===== config.mk =====
export PLATFORM = sky130hd
export DESIGN_NAME = spfc_ctrl
export DESIGN_NICKNAME = d
export VERILOG_FILES = /design/src/core/spfc_pkg.sv /design/src/core/spfc_ctrl.sv /design/src/core/spfc_op_timer.sv
export SDC_FILE = /design/constraint.sdc
export NUM_CORES = 1
export LEC_CHECK = 0
export BUFFER_PORTS_ARGS = -buffer_cell sky130_fd_sc_hd__buf_2
export CAP_MARGIN = 30
export CORE_ASPECT_RATIO = 1.2
export CORE_MARGIN = 2
export CORE_UTILIZATION = 60
export CTS_CLUSTER_SIZE = 8
export DETAILED_ROUTE_END_ITERATION = 8
export GPL_TIMING_DRIVEN = 0
export PLACE_DENSITY = 0.77
export SYNTH_ARGS = -nofsm -noshare
export SYNTH_HDL_FRONTEND = slang
export SYNTH_SLANG_ARGS = --single-unit

===== constraint.sdc =====
create_clock -name i_mclk -period 7.2 [get_ports i_mclk]
set_input_delay 1.44 -clock i_mclk [delete_from_list [all_inputs] [get_ports i_mclk]]
set_output_delay 1.44 -clock i_mclk [all_outputs]
set_load 0.005 [all_outputs]

===== src/core/spfc_pkg.sv =====
// spfc_pkg: constants and types of the self-programming flash control.
// assumes a 100 MHz core clock and a byte-wide control register on APB.
package spfc_pkg;

  // ==========================================================
  // register map
  localparam logic [11:0] SPFC_CTRL_ADDR   = 12'h000;
  localparam logic [7:0]  SPFC_CTRL_RESET  = 8'h00;
  localparam int          SPFC_IRQ_EN_BIT  = 7;
  localparam int          SPFC_BUSY_BIT    = 6;
  localparam int          SPFC_SIG_BIT     = 5;
  localparam int          SPFC_CMD_W       = 6;

  // ==========================================================
  // accepted command patterns, low five bits
  localparam logic [4:0]  SPFC_PAT_STORE   = 5'h01;
  localparam logic [4:0]  SPFC_PAT_ERASE   = 5'h03;
  localparam logic [4:0]  SPFC_PAT_WRITE   = 5'h05;
  localparam logic [4:0]  SPFC_PAT_LOCK    = 5'h09;
  localparam logic [4:0]  SPFC_PAT_REEN    = 5'h11;

  // ==========================================================
  // arming windows in core cycles after the register write
  localparam logic [2:0]  SPFC_SPM_WINDOW  = 3'h4;
  localparam logic [2:0]  SPFC_LPM_MIN_CNT = 3'h2;
  localparam logic [2:0]  SPFC_CNT_LAST    = 3'h1;

  // ==========================================================
  // flash operation time
  localparam int  SPFC_CLK_MHZ    = 100;
  localparam real SPFC_OP_MIN_MS  = 3.2;
  localparam real SPFC_OP_MAX_MS  = 3.4;
  localparam int  SPFC_OP_MIN_CYC =
    int'($ceil(SPFC_OP_MIN_MS * 1000.0 * SPFC_CLK_MHZ));
  localparam int  SPFC_OP_MAX_CYC =
    int'($floor(SPFC_OP_MAX_MS * 1000.0 * SPFC_CLK_MHZ));
  localparam int  SPFC_OP_NOM_CYC = (SPFC_OP_MIN_CYC + SPFC_OP_MAX_CYC) / 2;

  typedef enum logic [1:0] {
    SPFC_KIND_ERASE = 2'h0,
    SPFC_KIND_WRITE = 2'h1,
    SPFC_KIND_LOCK  = 2'h2
  } spfc_kind_t;

  typedef enum logic [2:0] {
    SPFC_ST_IDLE  = 3'b001,
    SPFC_ST_ARMED = 3'b010,
    SPFC_ST_OP    = 3'b100
  } spfc_state_t;

endpackage


===== src/core/spfc_ctrl.sv =====
// spfc_ctrl: control register, arming windows, page buffer and timing
// of flash self-programming. assumes store/load strobes from the core.
// Notes on behaviour
// - erase, write, lock ops last 3.2-3.4 ms
// - section busy bit always reads zero
// - ready irq while enabled and store idle
// - no ready irq during eeprom or flash op
// - signature arm: load within three returns byte
// - store after signature arm does nothing
// - section re-enable write clears page buffer
// - lock arm: load within three returns lock/fuse
// - page write arm: store programs buffer to page
// - page write bit clears at end or timeout
// - page erase arm: store erases addressed page
// - page erase bit clears at end or timeout
// - core halted during flash operation
// - store enable opens a four-cycle window
// - plain store loads data pair into buffer
// - store enable clears, held during operation
// - only listed command patterns take effect
// - buffer erased after write, re-enable, reset
// - eeprom write blocks commands and fuse reads
// - eeprom write during loading loses buffer
// - programmed fuse bits read zero
//
// Local design decisions: the APB slave port and the address map.
`timescale 1ns/1ps
`default_nettype none
module spfc_ctrl
  import spfc_pkg::*;
#(
  parameter int          PAGE_WORDS = 32,
  parameter int          ZW         = 16,
  parameter int          OP_CYCLES  = spfc_pkg::SPFC_OP_NOM_CYC,
  parameter logic [7:0]  FUSE_LOW   = 8'hE2, // arbitrary
  parameter logic [7:0]  FUSE_HIGH  = 8'hDF, // arbitrary
  parameter logic [7:0]  FUSE_EXT   = 8'hFF, // arbitrary
  parameter logic [7:0]  LOCK_INIT  = 8'hFF,
  parameter logic [31:0] SIG_ROW    = 32'h00A5_5A01 // arbitrary
) (
  input  wire logic                          i_mclk,
  input  wire logic                          i_rst,
  input  wire logic [11:0]                   i_paddr,
  input  wire logic                          i_psel,
  input  wire logic                          i_penable,
  input  wire logic                          i_pwrite,
  input  wire logic [31:0]                   i_pwdata,
  output logic      [31:0]                   o_prdata,
  output logic                               o_pready,
  output logic                               o_pslverr,
  input  wire logic                          i_spm_strobe,
  input  wire logic                          i_lpm_strobe,
  input  wire logic [ZW-1:0]                 i_zptr,
  input  wire logic [15:0]                   i_data_pair,
  input  wire logic                          i_global_irq_en,
  input  wire logic                          i_eeprom_write_busy,
  output logic                               o_lpm_take,
  output logic      [7:0]                    o_lpm_data,
  output logic                               o_cpu_halt,
  output logic                               o_ready_irq,
  output logic                               o_flash_start,
  output spfc_pkg::spfc_kind_t               o_flash_kind,
  output logic      [ZW-$clog2(PAGE_WORDS)-2:0] o_flash_page,
  input  wire logic [$clog2(PAGE_WORDS)-1:0] i_buf_idx,
  output logic      [15:0]                   o_buf_word,
  output logic                               o_buf_loaded
);
  import spfc_pkg::*;

  localparam int WB = $clog2(PAGE_WORDS);
  localparam int PB = ZW - WB - 1;

  // ==========================================================
  // apb decode
  logic wr_acc, hit;
  assign hit      = (i_paddr == SPFC_CTRL_ADDR);
  assign wr_acc   = i_psel && i_penable && i_pwrite && hit;
  assign o_pready = 1'b1;
  assign o_pslverr = i_psel && i_penable && !hit;

  // ==========================================================
  // control state
  spfc_state_t          st_q, st_d;
  logic [SPFC_CMD_W-1:0] cmd_q, cmd_d;
  logic                 irq_en_q, irq_en_d;
  logic [2:0]           win_q, win_d;
  logic [7:0]           lock_bits_q, lock_bits_d;
  logic                 take_q, take_d;
  logic [7:0]           ldata_q, ldata_d;
  logic                 start_q, start_d;
  spfc_kind_t           kind_q, kind_d;
  logic [PB-1:0]        page_q, page_d;
  logic                 ee_q;
  logic                 op_busy, op_done;
  logic                 load_ok, store_we, buf_clr;
  logic [4:0]           wp;
  logic [7:0]           sel_fuse, sel_sig;

  assign wp = i_pwdata[4:0];
  assign load_ok = wr_acc && (st_q != SPFC_ST_OP) && !i_eeprom_write_busy
    && ((!i_pwdata[SPFC_SIG_BIT] && (wp == SPFC_PAT_STORE
          || wp == SPFC_PAT_ERASE || wp == SPFC_PAT_WRITE
          || wp == SPFC_PAT_LOCK  || wp == SPFC_PAT_REEN))
        || (i_pwdata[SPFC_SIG_BIT] && wp == SPFC_PAT_STORE));

  // fuse and lock values are stored in read-back polarity
  always_comb begin
    case (i_zptr[1:0])
      2'h0:    sel_fuse = FUSE_LOW;
      2'h1:    sel_fuse = lock_bits_q;
      2'h2:    sel_fuse = FUSE_EXT;
      default: sel_fuse = FUSE_HIGH;
    endcase
    sel_sig = SIG_ROW[8*i_zptr[1:0] +: 8];
  end

  always_comb begin
    st_d        = st_q;
    cmd_d       = cmd_q;
    irq_en_d    = irq_en_q;
    win_d       = win_q;
    lock_bits_d = lock_bits_q;
    take_d      = 1'b0;
    ldata_d     = ldata_q;
    start_d     = 1'b0;
    kind_d      = kind_q;
    page_d      = page_q;
    store_we    = 1'b0;
    if (wr_acc) begin
      irq_en_d = i_pwdata[SPFC_IRQ_EN_BIT];
    end
    case (st_q)
      SPFC_ST_IDLE, SPFC_ST_ARMED: begin
        if (load_ok) begin
          cmd_d = i_pwdata[SPFC_CMD_W-1:0];
          win_d = SPFC_SPM_WINDOW;
          st_d  = SPFC_ST_ARMED;
        end else if (st_q == SPFC_ST_ARMED) begin
          // eeprom write blocks store and load
          if (i_spm_strobe && !i_eeprom_write_busy) begin
            st_d   = SPFC_ST_IDLE;
            cmd_d  = '0;
            page_d = i_zptr[ZW-1:WB+1];
            // signature and re-enable stores do nothing
            if (!cmd_q[SPFC_SIG_BIT]) begin
              case (cmd_q[4:0])
                SPFC_PAT_STORE: store_we = 1'b1;
                SPFC_PAT_ERASE: begin
                  kind_d = SPFC_KIND_ERASE;
                  start_d = 1'b1;
                end
                SPFC_PAT_WRITE: begin
                  kind_d = SPFC_KIND_WRITE;
                  start_d = 1'b1;
                end
                SPFC_PAT_LOCK: begin
                  kind_d = SPFC_KIND_LOCK;
                  start_d = 1'b1;
                  lock_bits_d = lock_bits_q & i_data_pair[7:0];
                end
                default: ;
              endcase
            end
            if (start_d) begin
              st_d  = SPFC_ST_OP;
              cmd_d = cmd_q;
            end
          end else if (i_lpm_strobe && !i_eeprom_write_busy
                       && win_q >= SPFC_LPM_MIN_CNT
                       && (cmd_q[SPFC_SIG_BIT]
                           || cmd_q[4:0] == SPFC_PAT_LOCK)) begin
            take_d  = 1'b1;
            ldata_d = cmd_q[SPFC_SIG_BIT] ? sel_sig : sel_fuse;
            st_d    = SPFC_ST_IDLE;
            cmd_d   = '0;
          end else if (win_q == SPFC_CNT_LAST) begin
            st_d  = SPFC_ST_IDLE;
            cmd_d = '0;
          end else begin
            win_d = win_q - 1'b1;
          end
        end
      end
      SPFC_ST_OP: begin
        if (op_done) begin
          st_d  = SPFC_ST_IDLE;
          cmd_d = '0;
        end
      end
      default: begin
        st_d  = SPFC_ST_IDLE;
        cmd_d = '0;
      end
    endcase
  end

  // reset clears commands, enable and window
  always_ff @(posedge i_mclk) begin
    if (i_rst) begin
      st_q        <= SPFC_ST_IDLE;
      cmd_q       <= SPFC_CTRL_RESET[SPFC_CMD_W-1:0];
      irq_en_q    <= SPFC_CTRL_RESET[SPFC_IRQ_EN_BIT];
      win_q       <= '0;
      lock_bits_q <= LOCK_INIT;
      take_q      <= 1'b0;
      ldata_q     <= '0;
      start_q     <= 1'b0;
      kind_q      <= SPFC_KIND_ERASE;
      page_q      <= '0;
      ee_q        <= 1'b0;
    end else begin
      st_q        <= st_d;
      cmd_q       <= cmd_d;
      irq_en_q    <= irq_en_d;
      win_q       <= win_d;
      lock_bits_q <= lock_bits_d;
      take_q      <= take_d;
      ldata_q     <= ldata_d;
      start_q     <= start_d;
      kind_q      <= kind_d;
      page_q      <= page_d;
      ee_q        <= i_eeprom_write_busy;
    end
  end

  // ==========================================================
  // operation timing
  // one fixed count within the allowed span
  spfc_op_timer #(
    .CYCLES (OP_CYCLES)
  ) u_timer (
    .i_mclk  (i_mclk),
    .i_rst   (i_rst),
    .i_start (start_q),
    .o_busy  (op_busy),
    .o_done  (op_done)
  );

  // ==========================================================
  // page buffer
  logic [15:0]           buf_mem [PAGE_WORDS];
  logic [PAGE_WORDS-1:0] loaded_q, loaded_d;
  logic [WB-1:0]         widx;
  assign widx = i_zptr[WB:1];

  assign buf_clr = (load_ok && !i_pwdata[SPFC_SIG_BIT]
                    && wp == SPFC_PAT_REEN)
                || (op_done && kind_q == SPFC_KIND_WRITE)
                || (i_eeprom_write_busy && !ee_q && |loaded_q);

  genvar gi;
  generate
    for (gi = 0; gi < PAGE_WORDS; gi++) begin : g_word
      // one write per word between clears
      always_comb begin
        loaded_d[gi] = buf_clr ? 1'b0
          : loaded_q[gi] | (store_we && widx == WB'(gi));
      end
      always_ff @(posedge i_mclk) begin
        if (store_we && widx == WB'(gi) && !loaded_q[gi]) begin
          buf_mem[gi] <= i_data_pair;
        end
      end
    end
  endgenerate

  always_ff @(posedge i_mclk) begin
    if (i_rst) begin
      loaded_q     <= '0;
      o_buf_word   <= '0;
      o_buf_loaded <= 1'b0;
    end else begin
      loaded_q     <= loaded_d;
      o_buf_word   <= buf_mem[i_buf_idx];
      o_buf_loaded <= loaded_q[i_buf_idx];
    end
  end

  // ==========================================================
  // outputs
  // busy bit is constant zero, no separate partition here
  assign o_prdata = (i_psel && hit)
    ? {24'h000000, irq_en_q, 1'b0, cmd_q} : 32'h0000_0000;
  // halt core for the whole operation
  assign o_cpu_halt = op_busy || start_q;
  assign o_ready_irq = irq_en_q && i_global_irq_en && !cmd_q[0]
    && !i_eeprom_write_busy && !op_busy;
  assign o_lpm_take    = take_q;
  assign o_lpm_data    = ldata_q;
  assign o_flash_start = start_q;
  assign o_flash_kind  = kind_q;
  assign o_flash_page  = page_q;

  // ==========================================================
  // checks
  int unsigned busy_len_q;
  always_ff @(posedge i_mclk) begin
    if (i_rst || !op_busy) busy_len_q <= 0;
    else busy_len_q <= busy_len_q + 1;
  end

  property p_op_len;
    @(posedge i_mclk) disable iff (i_rst)
      $fell(op_busy) |-> busy_len_q == OP_CYCLES;
  endproperty
  a_op_len: assert property (p_op_len)
    else $error("flash op length wrong");

  property p_busy_zero;
    @(posedge i_mclk) disable iff (i_rst)
      i_psel |-> !o_prdata[SPFC_BUSY_BIT];
  endproperty
  a_busy_zero: assert property (p_busy_zero)
    else $error("section busy bit read as one");

  property p_irq_on;
    @(posedge i_mclk) disable iff (i_rst)
      irq_en_q && i_global_irq_en && !o_prdata[0] && st_q == SPFC_ST_IDLE
      && !i_eeprom_write_busy && !op_busy && i_psel |-> o_ready_irq;
  endproperty
  a_irq_on: assert property (p_irq_on)
    else $error("ready irq missing");

  property p_irq_off;
    @(posedge i_mclk) disable iff (i_rst)
      (i_eeprom_write_busy || o_cpu_halt) |-> !o_ready_irq;
  endproperty
  a_irq_off: assert property (p_irq_off)
    else $error("ready irq during busy");

  property p_lpm;
    @(posedge i_mclk) disable iff (i_rst)
      st_q == SPFC_ST_ARMED && win_q >= SPFC_LPM_MIN_CNT && cmd_q[SPFC_SIG_BIT]
      && i_lpm_strobe && !i_spm_strobe && !i_eeprom_write_busy && !load_ok
      |=> o_lpm_take && o_lpm_data == $past(sel_sig);
  endproperty
  a_lpm: assert property (p_lpm)
    else $error("signature byte not returned");

  property p_sig_store;
    @(posedge i_mclk) disable iff (i_rst)
      st_q == SPFC_ST_ARMED && cmd_q[SPFC_SIG_BIT] && i_spm_strobe
      |=> !o_flash_start && $stable(loaded_q);
  endproperty
  a_sig_store: assert property (p_sig_store)
    else $error("store after signature arm acted");

  property p_window;
    @(posedge i_mclk) disable iff (i_rst)
      load_ok ##1 (!i_spm_strobe && !i_lpm_strobe && !wr_acc)[*4]
      |=> st_q == SPFC_ST_IDLE && cmd_q == '0;
  endproperty
  a_window: assert property (p_window)
    else $error("arming window did not expire");

  property p_hold;
    @(posedge i_mclk) disable iff (i_rst)
      op_busy |-> o_cpu_halt && cmd_q[0];
  endproperty
  a_hold: assert property (p_hold)
    else $error("halt or store enable dropped in op");

  property p_ee_block;
    @(posedge i_mclk) disable iff (i_rst)
      wr_acc && i_eeprom_write_busy && st_q == SPFC_ST_IDLE
      |=> st_q == SPFC_ST_IDLE;
  endproperty
  a_ee_block: assert property (p_ee_block)
    else $error("command armed during eeprom write");

  c_erase: cover property (@(posedge i_mclk) disable iff (i_rst)
    o_flash_start && o_flash_kind == SPFC_KIND_ERASE);
  c_store: cover property (@(posedge i_mclk) disable iff (i_rst) store_we);
  c_lock: cover property (@(posedge i_mclk) disable iff (i_rst)
    o_lpm_take && !$past(cmd_q[SPFC_SIG_BIT]));
endmodule // spfc_ctrl
`default_nettype wire


===== src/core/spfc_op_timer.sv =====
// spfc_op_timer: fixed-length timer for one flash erase, write or lock.
// assumes i_start is only pulsed while the timer is idle.
`timescale 1ns/1ps
`default_nettype none
module spfc_op_timer #(
  parameter int CYCLES = 330000
) (
  input  wire logic i_mclk,
  input  wire logic i_rst,
  input  wire logic i_start,
  output logic      o_busy,
  output logic      o_done
);
  localparam int CW = $clog2(CYCLES + 1);
  localparam logic [CW-1:0] LOAD = CW'(CYCLES - 1);
  localparam logic [CW-1:0] ZERO = '0;

  logic [CW-1:0] cnt_q, cnt_d;
  logic          busy_q, busy_d;
  logic          done_q, done_d;

  // ==========================================================
  // countdown
  always_comb begin
    cnt_d  = cnt_q;
    busy_d = busy_q;
    done_d = 1'b0;
    if (!busy_q && i_start) begin
      cnt_d  = LOAD;
      busy_d = 1'b1;
    end else if (busy_q) begin
      if (cnt_q == ZERO) begin
        busy_d = 1'b0;
        done_d = 1'b1;
      end else begin
        cnt_d = cnt_q - 1'b1;
      end
    end
  end

  always_ff @(posedge i_mclk) begin
    if (i_rst) begin
      cnt_q  <= ZERO;
      busy_q <= 1'b0;
      done_q <= 1'b0;
    end else begin
      cnt_q  <= cnt_d;
      busy_q <= busy_d;
      done_q <= done_d;
    end
  end

  assign o_busy = busy_q;
  assign o_done = done_q;
endmodule // spfc_op_timer
`default_nettype wire


# Word level (Yosys, flattened, before mapping)
# Memory sizes are Yosys's and may differ from the RTL's. A register that Yosys moved wholly into a read port is not among the register bits.
# Index checks and enable logic that the tools add are counted.
[word_totals]
regBits = 98
ramBits = 512
in_bits = 90
word_cells = 513
n_memories = 1
[classes]
add_sub_neg = 2
n_lt_le_gt_ge = 2
n_eq_ne = 56
n_shift = 1
mux = 204
bitwise = 40
reduce_logical = 190
[mem_list]
columns = ["name", "depth", "width", "rd", "rd_clocked_by_memory_dff", "write_ports", "line_no", "text"]
rows = [
  ["buf_mem", 32, 16, 1, 1, 1, "spfc_ctrl.sv:241", "logic [15:0] buf_mem [PAGE_WORDS];"],
]
[op_table]
columns = ["cell", "n"]
rows = [
  ["two-way mux 16 bit", 31],
  ["OR reduction 16 bit", 31],
  ["two-way mux 5 bit", 31],
  ["two-way mux 1 bit", 113],
  ["logical AND 1 bit", 88],
  ["== test 5 bit, second input constant", 17],
  ["two-way mux 19 bit", 3],
  ["== test 5 x 4 -> 1 bit, second input constant", 10],
  ["two-way mux 6 bit", 7],
  ["zero test 1 bit", 38],
  ["two-way mux 3 bit", 12],
  ["OR 1 bit", 32],
  ["OR reduction 32 bit", 1],
  ["variable part select 32 x 6 -> 8 bit, first input constant", 1],
  ["== test 5 x 3 -> 1 bit, second input constant", 6],
  ["case mux 8 bit (3 select lines)", 1],
  ["== test 5 x 2 -> 1 bit, second input constant", 4],
  ["zero test 19 bit", 1],
  ["subtractor 19 x 1 -> 19 bit, second input constant", 1],
  ["two-way mux 8 bit", 2],
  ["== test 5 x 1 -> 1 bit, second input constant", 3],
  ["zero test 12 bit", 1],
  ["case mux 6 bit (2 select lines)", 1],
  ["AND reduction 6 bit", 2],
  ["30 further kinds", 58],
]

# Depth between registers and ports, before layout
[logic_depth]
depth_word = 46
depth_mapped = 8
depth_no_buf = 8

# Cells and area by module
# A second synthesis with hierarchy kept.
[unflattened]
cells_unflattened = 1359
area_unflattened_um2 = 24760.0
[by_module_without_submodules]
columns = ["mod", "instances", "cells_per_inst", "area_each_um2", "seq_area_each_um2"]
rows = [
  ["spfc_ctrl", 1, 1219, 23592.6, 17236.5],
  ["spfc_op_timer", 1, 140, 1167.4, 420.4],
]

# Worst setup path before layout
# No wires, ideal clock.
[synth_timing]
path_kind = "input to register"
from = "input i_pwdata[4]"
to = "memory buf_mem[23][0] (enable)"
t_arrival_ns = 3.768
required_time_ns = 6.791
slack_ns = 3.023
path_stages = 7
path_buffers = 1
cell_sequence = "a211oi_1 o21a_1 o2111ai_2 nand4_1 buf_2 or2_1 nor3_1"
[synth_via]
elab_chain_cells = 46
elab_cells_between_ends = 236
cone_classes = "eq/ne: 5; mux: 128; reduce/logical: 103"
[synth_lines]
columns = ["item", "line_no", "text"]
rows = [
  ["start, declared", "spfc_ctrl.sv:47", "input wire logic [31:0] i_pwdata,"],
  ["== test 5 x 1 -> 1 bit or == test 5 x 2 -> 1 bit (tied branches)", "spfc_ctrl.sv:101, spfc_ctrl.sv:104, spfc_ctrl.sv:102", ""],
  ["logical OR 1 bit (2 in a row)", "spfc_ctrl.sv:102", "|| wp == SPFC_PAT_ERASE || wp == SPFC_PAT_WRITE"],
  ["logical OR 1 bit (2 in a row)", "spfc_ctrl.sv:103", "|| wp == SPFC_PAT_LOCK || wp == SPFC_PAT_REEN))"],
  ["logical AND 1 bit", "spfc_ctrl.sv:101", "&& ((!i_pwdata[SPFC_SIG_BIT] && (wp == SPFC_PAT_STORE"],
  ["logical OR 1 bit *", "spfc_ctrl.sv:104", "|| (i_pwdata[SPFC_SIG_BIT] && wp == SPFC_PAT_STORE));"],
  ["logical AND 1 bit *", "spfc_ctrl.sv:101", ""],
  ["two-way mux 1 bit *", "spfc_ctrl.sv:134", "if (load_ok) begin"],
  ["two-way mux 1 bit *", "spfc_ctrl.sv:132", "case (st_q)"],
  ["logical AND 1 bit (2 in a row)", "spfc_ctrl.sv:260", "if (store_we && widx == WB'(gi) && !loaded_q[gi]) begin"],
  ["two-way mux 1 bit", "spfc_ctrl.sv:260", ""],
  ["two-way mux 1 bit (not written as such)", "spfc_ctrl.sv:261", "buf_mem[gi] <= i_data_pair;"],
  ["OR reduction 16 bit (no line)", "-", ""],
  ["two-way mux 5 bit (no line) or two-way mux 1 bit (tied branches) (31 in a row)", "-", ""],
  ["end, declared", "spfc_ctrl.sv:241", ""],
]
# Mark *: on every way between the ends. The rest lies on a longest branch, timed or not.

# Final worst setup path
[layout_timing]
from = "input i_paddr[2]"
to = "output o_prdata[1]"
[layout_via]
elab_chain_cells = 3
[layout_lines]
columns = ["item", "line_no", "text"]
rows = [
  ["start, declared", "spfc_ctrl.sv:43", "input wire logic [11:0] i_paddr,"],
  ["zero test 12 bit", "spfc_ctrl.sv:76", "assign hit = (i_paddr == SPFC_CTRL_ADDR);"],
  ["logical AND 1 bit", "spfc_ctrl.sv:282", "assign o_prdata = (i_psel && hit)"],
  ["two-way mux 8 bit", "spfc_ctrl.sv:283", "? {24'h000000, irq_en_q, 1'b0, cmd_q} : 32'h0000_0000;"],
  ["end, declared", "spfc_ctrl.sv:48", "output logic [31:0] o_prdata,"],
]
# Every way passes these cells.

==> qor.yml <==
outcome: "completed"
cts.clk_slew.worst_paths_ns: 0.05
ys_warn_count: 0
synth_top_area_share_pct: 62.3
setup_viol: 0
synth_async_sr_flop_share_pct: 0
post_synth_and_or_nand_nor_area_fraction_pct: 5.43
wl_um: 63500
cp-start-kind: "primary input"
hold_path_class: "reg -> reg"
antenna_found_initial: 1
grt.overflow.total: 0
finalHoldViolCount: 0
power.leakage_nw: 9.80
fmax_ghz: 0.242
die_h_um: 226
end_kind: "output pin"
grt_pass1_wl_um: 92200
cts_sinks: 626
yosysMostFrequentCell: "edfxtp_1"
syn_area_per_cell_um2: 19.1
setup-tns-final_ns: 0
design_area_um2: 29300
drive_gt1_share_pct: 31.7
slew_headroom_pct: 25.7
gp_congestion: 0.887
cts-htree-levels: 3
finClkSkew_ns: 0.0183
syn-cell-area_um2: 24700
drtPass1Iterations: 5
dpl_cell_area_um2: 26700
grt_max_degree: 34
power_mw: 8.04
drt_iter0_drc: 1639
die_area_um2: 42800
crit_fanout: 10
slowest_stage: "clkbuf_1"
root_buffer: "clkbuf_16"
cp.arrival_ns: 2.70
synth_cell_types: 68
slowest_delay_ns: 0.30
crit_buf_inv: 3
nNetsFinal: 1652
area_delta_synth_final_pct: 18.6
max-cap-violations: 0
cts_buffer_depth: 3
critPathKind: "in -> out"
period_share_pct: 57.5
holdWs_ns: 0.458
final_util_pct: 72.0
yosys.area_share.xor_xnor_pct: 0.604
numPortBuffers: 108
synth_enable_flop_cells: 512
viasPerCell: 6.53
cts_made_buffers: 88
io_pins: 165
place_hpwl_um: 38900
die-width_um: 189
synth_area_leaders: "edfxtp_1 (62%), mux4_2 (16%), dfxtp_1 (9.3%)"
yosys-top-cells-count: "edfxtp_1 (512), mux4_2 (170), dfxtp_1 (114)"
post_cts_buffers: 0
grt_use_total_pct: 30.3
synth_top_family_by_area: "multiplexers"
tightest_slew_ns: 1.11
via_count: 14051
synthMuxAreaShare_pct: 16.2
cp_top_family: "simple AND/OR/NAND/NOR gates"
synth_compound_area_share_pct: 3.84
clock_latency_ns: 0.61
antenna_left: 0
core_area_um2: 40600
synthAdderAreaFrac_pct: 0.203
powerDensity_nw_per_um2: 275
required_ns: 5.76
postCtsHoldBufs: 0
vdd_drop_max_mv: 0.177
drc: 0
slew_violations: 0
grt_pass1_vias: 14121
cts_resized: 0
netlist.top_cell.by_area: "edfxtp_1"
synthCells: 1292
finalWorstPathRequiredPeriod_ns: 4.14
cp_cell_sequence: "buf_2 > nor4_1 > and3_1 > clkbuf_1 > and3_1 > buf_2"
drt-wirelength-per-cell_um: 29.5
ys_seq_area_share_pct: 71.6
synth_seq_cells: 626
placementRows: 81
cts_tree: "done"
grt_setup_unrepaired: "false"
synth_flop_cell: "edfxtp_1"
initial_core_util_pct: 60.7
==> flip-flops by register name (all words and copies together) (netlist names), 2 cells and up <==
signal	count
o_flash_kind	2
u_timer.cnt_q	19
cmd_q	6
buf_mem	512
o_flash_page	10
o_buf_word	16
st_q	3
lock_bits_q	8
win_q	3
loaded_q	32
o_lpm_data	8
==> cell families (layout without fill, tap and decap cells) <==
group	Yosys count	after routing
and+or+nand+nor	227	227
AOI/OAI and AO/OA	124	124
adders and majority gates	4	4
muxes	186	186
DFF	626	626
buffers and inverters	106	403
other	2	27
xor gates and xnor gates	17	17
==> layout by cell type, fill, tap and decap left out, types with 11 or more instances in the layout <==
cell type  count
conb_1        26
mux4_2       170
nor3_2        17
dfxtp_1      114
nor4_1        30
buf_2        124
clkbuf_16     88
nor3_1        25
a22o_1        21
clkbuf_1      94
nand2_1       23
buf_6         16
o21a_1        33
nand2b_1      11
buf_8         22
buf_4         30
a21oi_1       16
nor2_1        45
nor3_4        16
mux2i_1       16
edfxtp_1     512
==> worst min-delay path, delay by kind of cell (launching register included) <==
family,cells,cell delay [ns]
flip-flops,1,0.31
AND/OR/NAND/NOR,1,0.05
AO/OA/AOI/OAI,1,0.05
==> cell type report <==
class,count,area (µm²)
timing repair buffer,152,1170
clock buffer,137,2390
antenna,1,2.50
buffer,98,498
clock inverter,8,88.8
inverter,8,30.0
multi-input combinational,584,6750
fill,2344,11400
sequential,626,17700
tap,539,674
==> stage by stage <==
step           setup WS [ns]  std cells
2_1_floorplan           3.02       1316
3_3_place_gp            1.26       1963
3_5_place_dp            2.72       2002
4_1_cts                 3.04       2147
5_1_grt                 2.93       2152
6_report                3.06       2153
==> routing by layer <==
layer,track usage (%),wire (µm)
met1,39.2,22700
met2,49.8,31400
met3,6.28,6500
met4,14.4,2790
met5,0,0
==> power breakdown <==
part | internal, mW | total, mW | switching [mW]
Sequential | 3.92 | 3.93 | 0.00252
Clock | 2.26 | 3.76 | 1.50
Combinational | 0.142 | 0.355 | 0.214
==> final timing paths <==
| check | cells after the start | to | start | slack [ns] |
|---|---|---|---|---|
| min | 2 | o_lpm_data[1] | o_lpm_data[1] | 0.46 |
| min reg2reg | 2 | o_lpm_data[1] | o_lpm_data[1] | 0.46 |
| max | 6 | o_prdata[1] | i_paddr[2] | 3.06 |
| max reg2reg | 7 | buf_mem[27][5] | cmd_q[0] | 3.72 |
No activity file was read; power rests on OpenSTA's default activity.
